$ cat src/pkg/window_watchdog_pkg.sv
/*
 Constants for the window watchdog: register offsets, field positions, reset values and timing counts.
 Assumes a 100 MHz system clock and a 32-bit classic Wishbone register port with word-aligned registers.
*/
// Functional notes
// - Decrement counter every 16384 source-clock cycles.
// - Low six bits give remaining decrement steps.
// - Top bit clearing while active starts reset.
// - Refresh above window limit causes reset.
// - Software activation sticks until device reset.
// - Hardware option keeps watchdog always active.
// - Counter free-runs even when not activated.
// - Activate with top bit zero forces reset.
// - Counter write leaves prescaler untouched.
// - Halt with halt-reset option resets device.
// - Slow and wait modes keep normal counting.
// - Plain halt: one decrement, then counting stops.
// - Interrupt wake resumes after 256/4096 clocks.
// - Reset ending halt restores disabled state.
// - Active halt freezes counter; restart rules.
// - Activation bit set by software, reset-cleared.
// - Window limit is seven bits, compared.
package window_watchdog_pkg;
   // Byte offsets of the registers on the bus.
   localparam logic [3:0] CTRL_OFFSET = 4'h0;
   localparam logic [3:0] WINDOW_OFFSET = 4'h4;
   localparam logic [3:0] STATUS_OFFSET = 4'h8;
   // Field positions in the control register.
   localparam int ACT_BIT = 7;
   localparam int TOP_BIT = 6;
   // Reset values of control counter and window limit.
   localparam logic [6:0] COUNT_RESET = 7'h7F;
   localparam logic [6:0] WINDOW_RESET = 7'h7F;
   // Value the counter reaches when the top bit clears.
   localparam logic [6:0] EXPIRE_VALUE = 7'h3F;
   // Prescaler division of the source clock.
   localparam int PRESCALE_DIV = 16384;
   // Reset pulse length and its cycle count at 100 MHz.
   localparam int RESET_PULSE_NS = 30000;
   localparam int CLK_PERIOD_NS = 10;
   localparam int RESET_PULSE_CYCLES = RESET_PULSE_NS / CLK_PERIOD_NS;
   // Restart delays after waking from halt, in CPU clocks.
   localparam int WAKE_DELAY_SHORT = 256;
   localparam int WAKE_DELAY_LONG = 4096;
endpackage : window_watchdog_pkg

$ cat src/hdl/wdg_prescaler.sv
/*
 Prescaler that, while run is high, issues one tick every DIV enabled source-clock cycles.
 Assumes the source clock arrives as a one-cycle enable pulse synchronous to clk.
*/
module wdg_prescaler #(
   parameter int DIV = window_watchdog_pkg::PRESCALE_DIV
) (
   input wire logic clk,
   input wire logic arst_n,
   input wire logic srcTick,
   input wire logic run,
   output logic tick
);
   import window_watchdog_pkg::*;

   localparam int W = $clog2(DIV);

   logic [W-1:0] count_q; // Prescaler position.
   logic [W-1:0] count_d;
   logic tick_q;
   logic tick_d;

   // Next-value logic; never cleared by counter writes.
   always_comb begin
      count_d = count_q;
      tick_d = 1'b0;
      if (run && srcTick) begin
         if (count_q == W'(DIV - 1)) begin
            count_d = '0;
            tick_d = 1'b1;
         end else begin
            count_d = count_q + W'(1);
         end
      end
   end

   // Registers of the prescaler.
   always_ff @(posedge clk or negedge arst_n) begin
      if (!arst_n) begin
         count_q <= '0;
         tick_q <= 1'b0;
      end else begin
         count_q <= count_d;
         tick_q <= tick_d;
      end
   end

   assign tick = tick_q;
endmodule : wdg_prescaler

$ cat src/hdl/window_watchdog.sv
/*
 Window watchdog core with a classic Wishbone register port and a chip reset request output.
 Assumes the CPU signals halt entry, wake events and low-power state as synchronous one-cycle pulses or levels.
*/
module window_watchdog #(
   parameter int PRESCALE = window_watchdog_pkg::PRESCALE_DIV,
   parameter int PULSE_CYCLES = window_watchdog_pkg::RESET_PULSE_CYCLES,
   parameter int WAKE_SHORT = window_watchdog_pkg::WAKE_DELAY_SHORT,
   parameter int WAKE_LONG = window_watchdog_pkg::WAKE_DELAY_LONG
) (
   input wire logic clk,
   input wire logic arst_n,
   input wire logic wb_cyc_i,
   input wire logic wb_stb_i,
   input wire logic wb_we_i,
   input wire logic [3:0] wb_adr_i,
   input wire logic [3:0] wb_sel_i,
   input wire logic [31:0] wb_dat_i,
   output logic [31:0] wb_dat_o,
   output logic wb_ack_o,
   input wire logic srcTick,
   input wire logic hwWatchdogOption,
   input wire logic haltResetOption,
   input wire logic activeHaltSelect,
   input wire logic longWakeDelay,
   input wire logic haltRequest,
   input wire logic wakeInterrupt,
   output logic haltGranted,
   output logic chipResetReq_n
);
   import window_watchdog_pkg::*;

   typedef enum {RUN, HALTSTEP, HALTED, ACTHALT, WAKEWAIT} mode_e;

   localparam int PW = $clog2(PULSE_CYCLES + 1);
   localparam int WW = $clog2(WAKE_LONG + 1);

   logic [6:0] count_q, count_d; // Downcounter.
   logic [6:0] window_q, window_d; // Window limit.
   logic active_q, active_d; // Activation bit.
   logic [PW-1:0] pulse_q, pulse_d; // Reset pulse timer.
   logic rstOut_n_q, rstOut_n_d; // Registered reset output.
   logic [WW-1:0] wake_q, wake_d; // Wake delay timer.
   logic [31:0] rdat_q, rdat_d; // Read data.
   logic ack_q, ack_d; // Bus acknowledge.
   logic halt_q, halt_d; // Halt granted output.
   logic lastCause_q, lastCause_d; // Last reset was watchdog-caused.
   logic strapPending_q; // Wake delay pending after reset.
   mode_e mode_q, mode_d;
   logic tick; // Prescaler decrement pulse.
   logic countRun; // Counter allowed to move.
   logic busReq; // New bus access in this cycle.
   logic ctrlWrite;
   logic enabled;

   // Decides whether the watchdog may raise a reset.
   function automatic logic isEnabled(input logic hw, input logic act);
      return hw | act;
   endfunction : isEnabled

   assign busReq = wb_cyc_i && wb_stb_i && !ack_q;
   assign ctrlWrite = busReq && wb_we_i && wb_sel_i[0] && wb_adr_i == CTRL_OFFSET;
   assign enabled = isEnabled(hwWatchdogOption, active_q);
   assign countRun = (mode_q == RUN) || (mode_q == HALTSTEP);

   wdg_prescaler #(.DIV(PRESCALE)) u_pre (
      .clk(clk),
      .arst_n(arst_n),
      .srcTick(srcTick),
      .run(countRun),
      .tick(tick)
   );

   // Catches the restart delay after each arst_n release.
   always_ff @(posedge clk or negedge arst_n) begin
      if (!arst_n) begin
         strapPending_q <= 1'b1;
      end else begin
         strapPending_q <= 1'b0;
      end
   end

   // Counter, window, activation, mode and reset pulse next values.
   always_comb begin
      count_d = count_q;
      window_d = window_q;
      active_d = active_q;
      mode_d = mode_q;
      wake_d = wake_q;
      pulse_d = pulse_q;
      halt_d = 1'b0;
      lastCause_d = lastCause_q;
      if (tick && countRun) begin
         count_d = count_q - 7'h01;
      end
      if (ctrlWrite) begin
         count_d = wb_dat_i[6:0];
         if (wb_dat_i[ACT_BIT]) begin
            active_d = 1'b1;
         end
      end
      if (busReq && wb_we_i && wb_sel_i[0] && wb_adr_i == WINDOW_OFFSET) begin
         window_d = wb_dat_i[6:0];
      end
      // Low-power sequencing.
      case (mode_q)
         RUN: begin
            if (haltRequest) begin
               if (activeHaltSelect) begin
                  mode_d = ACTHALT;
                  halt_d = 1'b1;
               end else if (!(enabled && haltResetOption)) begin
                  mode_d = HALTSTEP;
                  halt_d = 1'b1;
               end
            end
         end
         HALTSTEP: begin
            halt_d = 1'b1;
            if (tick) begin
               mode_d = HALTED;
            end
         end
         HALTED: begin
            halt_d = 1'b1;
            if (wakeInterrupt) begin
               mode_d = WAKEWAIT;
               halt_d = 1'b0;
               wake_d = longWakeDelay ? WW'(WAKE_LONG) : WW'(WAKE_SHORT);
            end
         end
         ACTHALT: begin
            halt_d = 1'b1;
            if (wakeInterrupt) begin
               mode_d = RUN;
               halt_d = 1'b0;
            end
         end
         WAKEWAIT: begin
            if (wake_q <= WW'(1)) begin
               mode_d = RUN;
               wake_d = '0;
            end else begin
               wake_d = wake_q - WW'(1);
            end
         end
         default: begin
            mode_d = RUN;
         end
      endcase
      // Reset pulse generation.
      if (pulse_q != '0) begin
         pulse_d = pulse_q - PW'(1);
      end else begin
         // Expiry, window and halt causes need a running counter.
         if (enabled && countRun) begin
            if (tick && count_q == (EXPIRE_VALUE + 7'h01) && !(ctrlWrite)) begin
               pulse_d = PW'(PULSE_CYCLES);
            end
            if (ctrlWrite && count_q > window_q) begin
               pulse_d = PW'(PULSE_CYCLES);
            end
            if (mode_q == RUN && haltRequest && !activeHaltSelect && haltResetOption) begin
               pulse_d = PW'(PULSE_CYCLES);
            end
         end
         // software reset
         // A cleared top bit while enabled or activating resets even during a wake delay.
         if (ctrlWrite && (enabled || wb_dat_i[ACT_BIT]) && !wb_dat_i[TOP_BIT]) begin
            pulse_d = PW'(PULSE_CYCLES);
         end
      end
      if (pulse_d != '0 && pulse_q == '0) begin
         lastCause_d = 1'b1;
      end
      rstOut_n_d = (pulse_d == '0);
      if (pulse_q == PW'(1)) begin
         count_d = COUNT_RESET;
         window_d = WINDOW_RESET;
         active_d = 1'b0;
         wake_d = longWakeDelay ? WW'(WAKE_LONG) : WW'(WAKE_SHORT);
         mode_d = WAKEWAIT;
         halt_d = 1'b0;
      end
      if (strapPending_q) begin
         wake_d = longWakeDelay ? WW'(WAKE_LONG) : WW'(WAKE_SHORT);
         mode_d = WAKEWAIT;
      end
   end

   // Bus answer: one cycle after the request, dropped the cycle after.
   always_comb begin
      ack_d = busReq;
      rdat_d = rdat_q;
      if (busReq && !wb_we_i) begin
         case (wb_adr_i)
            CTRL_OFFSET: rdat_d = {24'h000000, active_q, count_q};
            WINDOW_OFFSET: rdat_d = {24'h000000, 1'b0, window_q};
            STATUS_OFFSET: rdat_d = {29'h00000000, lastCause_q, halt_q, enabled};
            default: rdat_d = 32'h00000000;
         endcase
      end
   end

   // State registers.
   always_ff @(posedge clk or negedge arst_n) begin
      if (!arst_n) begin
         count_q <= COUNT_RESET;
         window_q <= WINDOW_RESET;
         active_q <= 1'b0;
         mode_q <= RUN;
         wake_q <= '0;
         pulse_q <= '0;
         rstOut_n_q <= 1'b1;
         halt_q <= 1'b0;
         lastCause_q <= 1'b0;
         ack_q <= 1'b0;
         rdat_q <= 32'h00000000;
      end else begin
         count_q <= count_d;
         window_q <= window_d;
         active_q <= active_d;
         mode_q <= mode_d;
         wake_q <= wake_d;
         pulse_q <= pulse_d;
         rstOut_n_q <= rstOut_n_d;
         halt_q <= halt_d;
         lastCause_q <= lastCause_d;
         ack_q <= ack_d;
         rdat_q <= rdat_d;
      end
   end

   assign wb_ack_o = ack_q;
   assign wb_dat_o = rdat_q;
   assign haltGranted = halt_q;
   assign chipResetReq_n = rstOut_n_q;
endmodule : window_watchdog

$ cat config.mk
export PLATFORM = sky130hd
export DESIGN_NAME = window_watchdog
export DESIGN_NICKNAME = d
export VERILOG_FILES = /design/src/pkg/window_watchdog_pkg.sv /design/src/hdl/wdg_prescaler.sv /design/src/hdl/window_watchdog.sv
export SDC_FILE = /design/constraint.sdc
export NUM_CORES = 1
export LEC_CHECK = 0
export ABC_AREA = 1
export ABC_CLOCK_PERIOD_IN_PS = 2960
export BUFFER_PORTS_ARGS = -buffer_cell sky130_fd_sc_hd__clkbuf_2
export CORE_MARGIN = 8
export CORE_UTILIZATION = 55
export CTS_CLUSTER_SIZE = 30
export DETAILED_ROUTE_END_ITERATION = 7
export MAX_ROUTING_LAYER = met4
export PLACE_DENSITY = 0.77
export SLEW_MARGIN = 0
export SYNTH_ARGS = -nofsm -noshare
export SYNTH_HDL_FRONTEND = slang
export SYNTH_HIERARCHICAL = 1
export SYNTH_SLANG_ARGS = --single-unit
$ cat constraint.sdc
create_clock -name clk -period 2.96 [get_ports clk]
set_input_delay 0.74 -clock clk [delete_from_list [all_inputs] [get_ports clk]]
set_output_delay 0.74 -clock clk [all_outputs]
set_load 0.05 [all_outputs]
==> impl_metrics.json <==
{
  "synth-main-ff-cell": "dfrtp_1",
  "yosys.area_share.simple_pct": 32.5,
  "final_util_pct": 60.6,
  "antenna_found_initial": 0,
  "post_cts_resized": 0,
  "htree_levels": 3,
  "vdd_ir_drop_max_v": 0.000351,
  "grt_max_degree": 28,
  "outcome": "finished, final reports clean",
  "syn_inst": 596,
  "syn_avg_cell_area_um2": 7.64,
  "worstReg2RegEnd": "chipResetReq_n$_DFF_PN1_",
  "synth_fa_ha_area_share_pct": 4.12,
  "syn_to_final_growth_pct": 8.24,
  "ctsHoldBuffers": 0,
  "cp.arrival_ps": 2500,
  "cts.sinks": 71,
  "path_class": "flip-flop to flip-flop",
  "post_cts_buffers": 0,
  "grt_pass1_wl_mm": 17.0,
  "synth_largest_area_cell": "dfrtp_1",
  "maxSlewViolCount": 0,
  "diodes": 0,
  "grt_pass1_vias": 3848,
  "reg2reg_depth": 15,
  "setup_viol": 0,
  "cts_tree": "done",
  "rsz0062_at_grt": "no",
  "cp.required_ps": 3250,
  "synth-compound-area-share_pct": 9.51,
  "hold_viol": 0,
  "async_reset_ff_share_pct": 100,
  "routed_wl_mm": 9.85,
  "syn_area_um2": 4550,
  "fp.dieH_um": 107,
  "critPathCaptureType": "flip-flop",
  "die-area_um2": 11400,
  "start_util_pct": 56.0,
  "grt_busiest_layer": "met2",
  "drcViolationCount": 0,
  "clock_latency_ps": 350,
  "first_pass_iters": 4,
  "use_met2_pct": 30.8,
  "grt_use_met1_pct": 21.5,
  "synthMuxAreaShare_pct": 0,
  "ys_types": 48,
  "setup_tns_ps": 0,
  "viasPerCell": 5.16,
  "fmax_mhz": 453,
  "ys_ff_latch": 71,
  "reg2reg_from": "window_q[2]$_DFFE_PN1P_",
  "cts_buffer_depth": 2,
  "dpl_worst_slack_ps": 588,
  "fp.coreArea_um2": 8130,
  "cellPowerDensity_nw_per_um2": 877,
  "synth_edf_count": 0,
  "port_buffers": 35,
  "routedWlPerCell_um": 13.1,
  "yosysTopAreaCellShare_pct": 30.2,
  "vias": 3869,
  "met3_usage_pct": 4.02,
  "worstSetupStartpointType": "flip-flop",
  "power_mw": 4.32,
  "grt.total_usage_pct": 18.5,
  "fin_skew_ps": 14.5,
  "drt-initial-drc-count": 160,
  "synth_top_family_by_area": "simple AND/OR/NAND/NOR gates",
  "maxCapViolations": 0,
  "critical_path.max_fanout": 7,
  "place_congestion": 0.891,
  "post-route-period-util_pct": 74.6,
  "hold_ws_ps": 331,
  "clkTransAtPathRegs_ps": 90,
  "layout_commonest_cell": "nand2_1",
  "crit_start": "window_q[2]$_DFFE_PN1P_",
  "layout_setup_ws_ps": 750,
  "period_needed_ps": 2210,
  "final_cell_mix": "130 x nand2_1, 79 x inv_1, 76 x nor2_1",
  "drt.antenna.violating_nets": 0,
  "ios": 87,
  "nNetsFinal": 707,
  "yosysWarnings": 6,
  "hp-class": "input pin to asynchronous set/reset pin",
  "cts_buffers": 9,
  "p_leak_nw": 2.54,
  "dpl.hpwl_mm": 7.50,
  "rrSetupSlack_ps": 750,
  "synth_xor_area_share_pct": 2.50,
  "die-width_um": 107,
  "grt_overflow": 0,
  "ys_top_cells_by_area": "dfrtp_1 30%, nand2_1 11%, dfstp_2 9.2%",
  "drive_gt1_share_pct": 18.8,
  "synth_seq_area_share_pct": 39.5,
  "row_count": 33,
  "clock_tree.root_cell": "clkbuf_8"
}
## report_power, final
part | total (mW) | leakage [nW] | switching, mW | internal, mW
sequential | 1.64 | 0.843 | 0.305 | 1.34
combinational | 1.98 | 1.61 | 1.30 | 0.681
clock | 0.703 | 0.0861 | 0.379 | 0.324
total | 4.32 | 2.54 | 1.98 | 2.34
## worst max-delay path by stage
stage / endpoint / cells past startpoint
6_report: chipResetReq_n$_DFF_PN1_ / 15
5_1_grt: chipResetReq_n$_DFF_PN1_ / 15
4_1_cts: chipResetReq_n$_DFF_PN1_ / 15
3_5_place_dp: lastCause_q$_DFFE_PN0P_ / 15
3_3_place_gp: lastCause_q$_DFFE_PN0P_ / 14
2_1_floorplan: lastCause_q$_DFFE_PN0P_ / 14
## stage by stage
stage | cells | area (µm²)
floorplan | 620 | 4640
detailed placement | 734 | 4760
CTS | 750 | 4930
finish | 750 | 4930
global placement | 734 | 4760
global route | 750 | 4930
## flip-flops by register name (all words and copies together), names as in the netlist
signal / flops
wb_dat_o: 8
wake_q: 13
u_pre/count_q: 14
pulse_q: 12
haltGranted: 1
strapPending_q: 1
mode_q: 3
lastCause_q: 1
chipResetReq_n: 1
window_q: 7
wb_ack_o: 1
active_q: 1
count_q: 7
u_pre/tick: 1
## critical path: stages, from the launching register on
cell and delay (ps):
dfstp_2 530, inv_1 60, ha_1 310, a21oi_1 160, nand2_1 70, nand2_1 60
nand2_1 50, nand2_1 80, nand2_1 60, nand2_2 100, nand2_4 90, nand2_1 90
nand2_1 50, nor2_1 170, nand4_1 140, nor2_1 130
## area by class of cell
cell class,instances,area (µm²)
Multi-Input combinational cell,433,2310
Clock inverter,4,22.5
Timing Repair Buffer,37,190
Sequential cell,71,1800
Clock buffer,12,145
Tap cell,105,131
Inverter,88,337
Fill cell,731,3210
## cell families (layout without fill, tap and decap cells)
logic type	Yosys count	after routing
simple gates	306	306
buf+inv	116	141
compound gates	74	74
flops	71	71
fa+ha+maj	15	15
xor+xnor	13	13
other cells	1	25
## Yosys cell counts (6+ instances only)
| library cell | count |
|---|---|
| o21ai_0 | 21 |
| nor3_1 | 9 |
| nand2_2 | 12 |
| inv_1 | 79 |
| inv_2 | 7 |
| nand3_1 | 31 |
| dfrtp_1 | 55 |
| o21ai_1 | 6 |
| xor2_1 | 11 |
| a21oi_1 | 23 |
| nor2_2 | 10 |
| nand2_1 | 130 |
| nor2_4 | 7 |
| nor2_1 | 76 |
| ha_1 | 15 |
| nand4_1 | 13 |
| dfstp_2 | 16 |
| o22ai_1 | 10 |
| buf_4 | 26 |
## per-layer routing
layer	wire [µm]	vias to the layer above
met5	0	-
met2	4850	85
met4	54	0
met1	4380	1828
met3	565	5
li1	-	1951
Power figures use the tool's default switching activity.
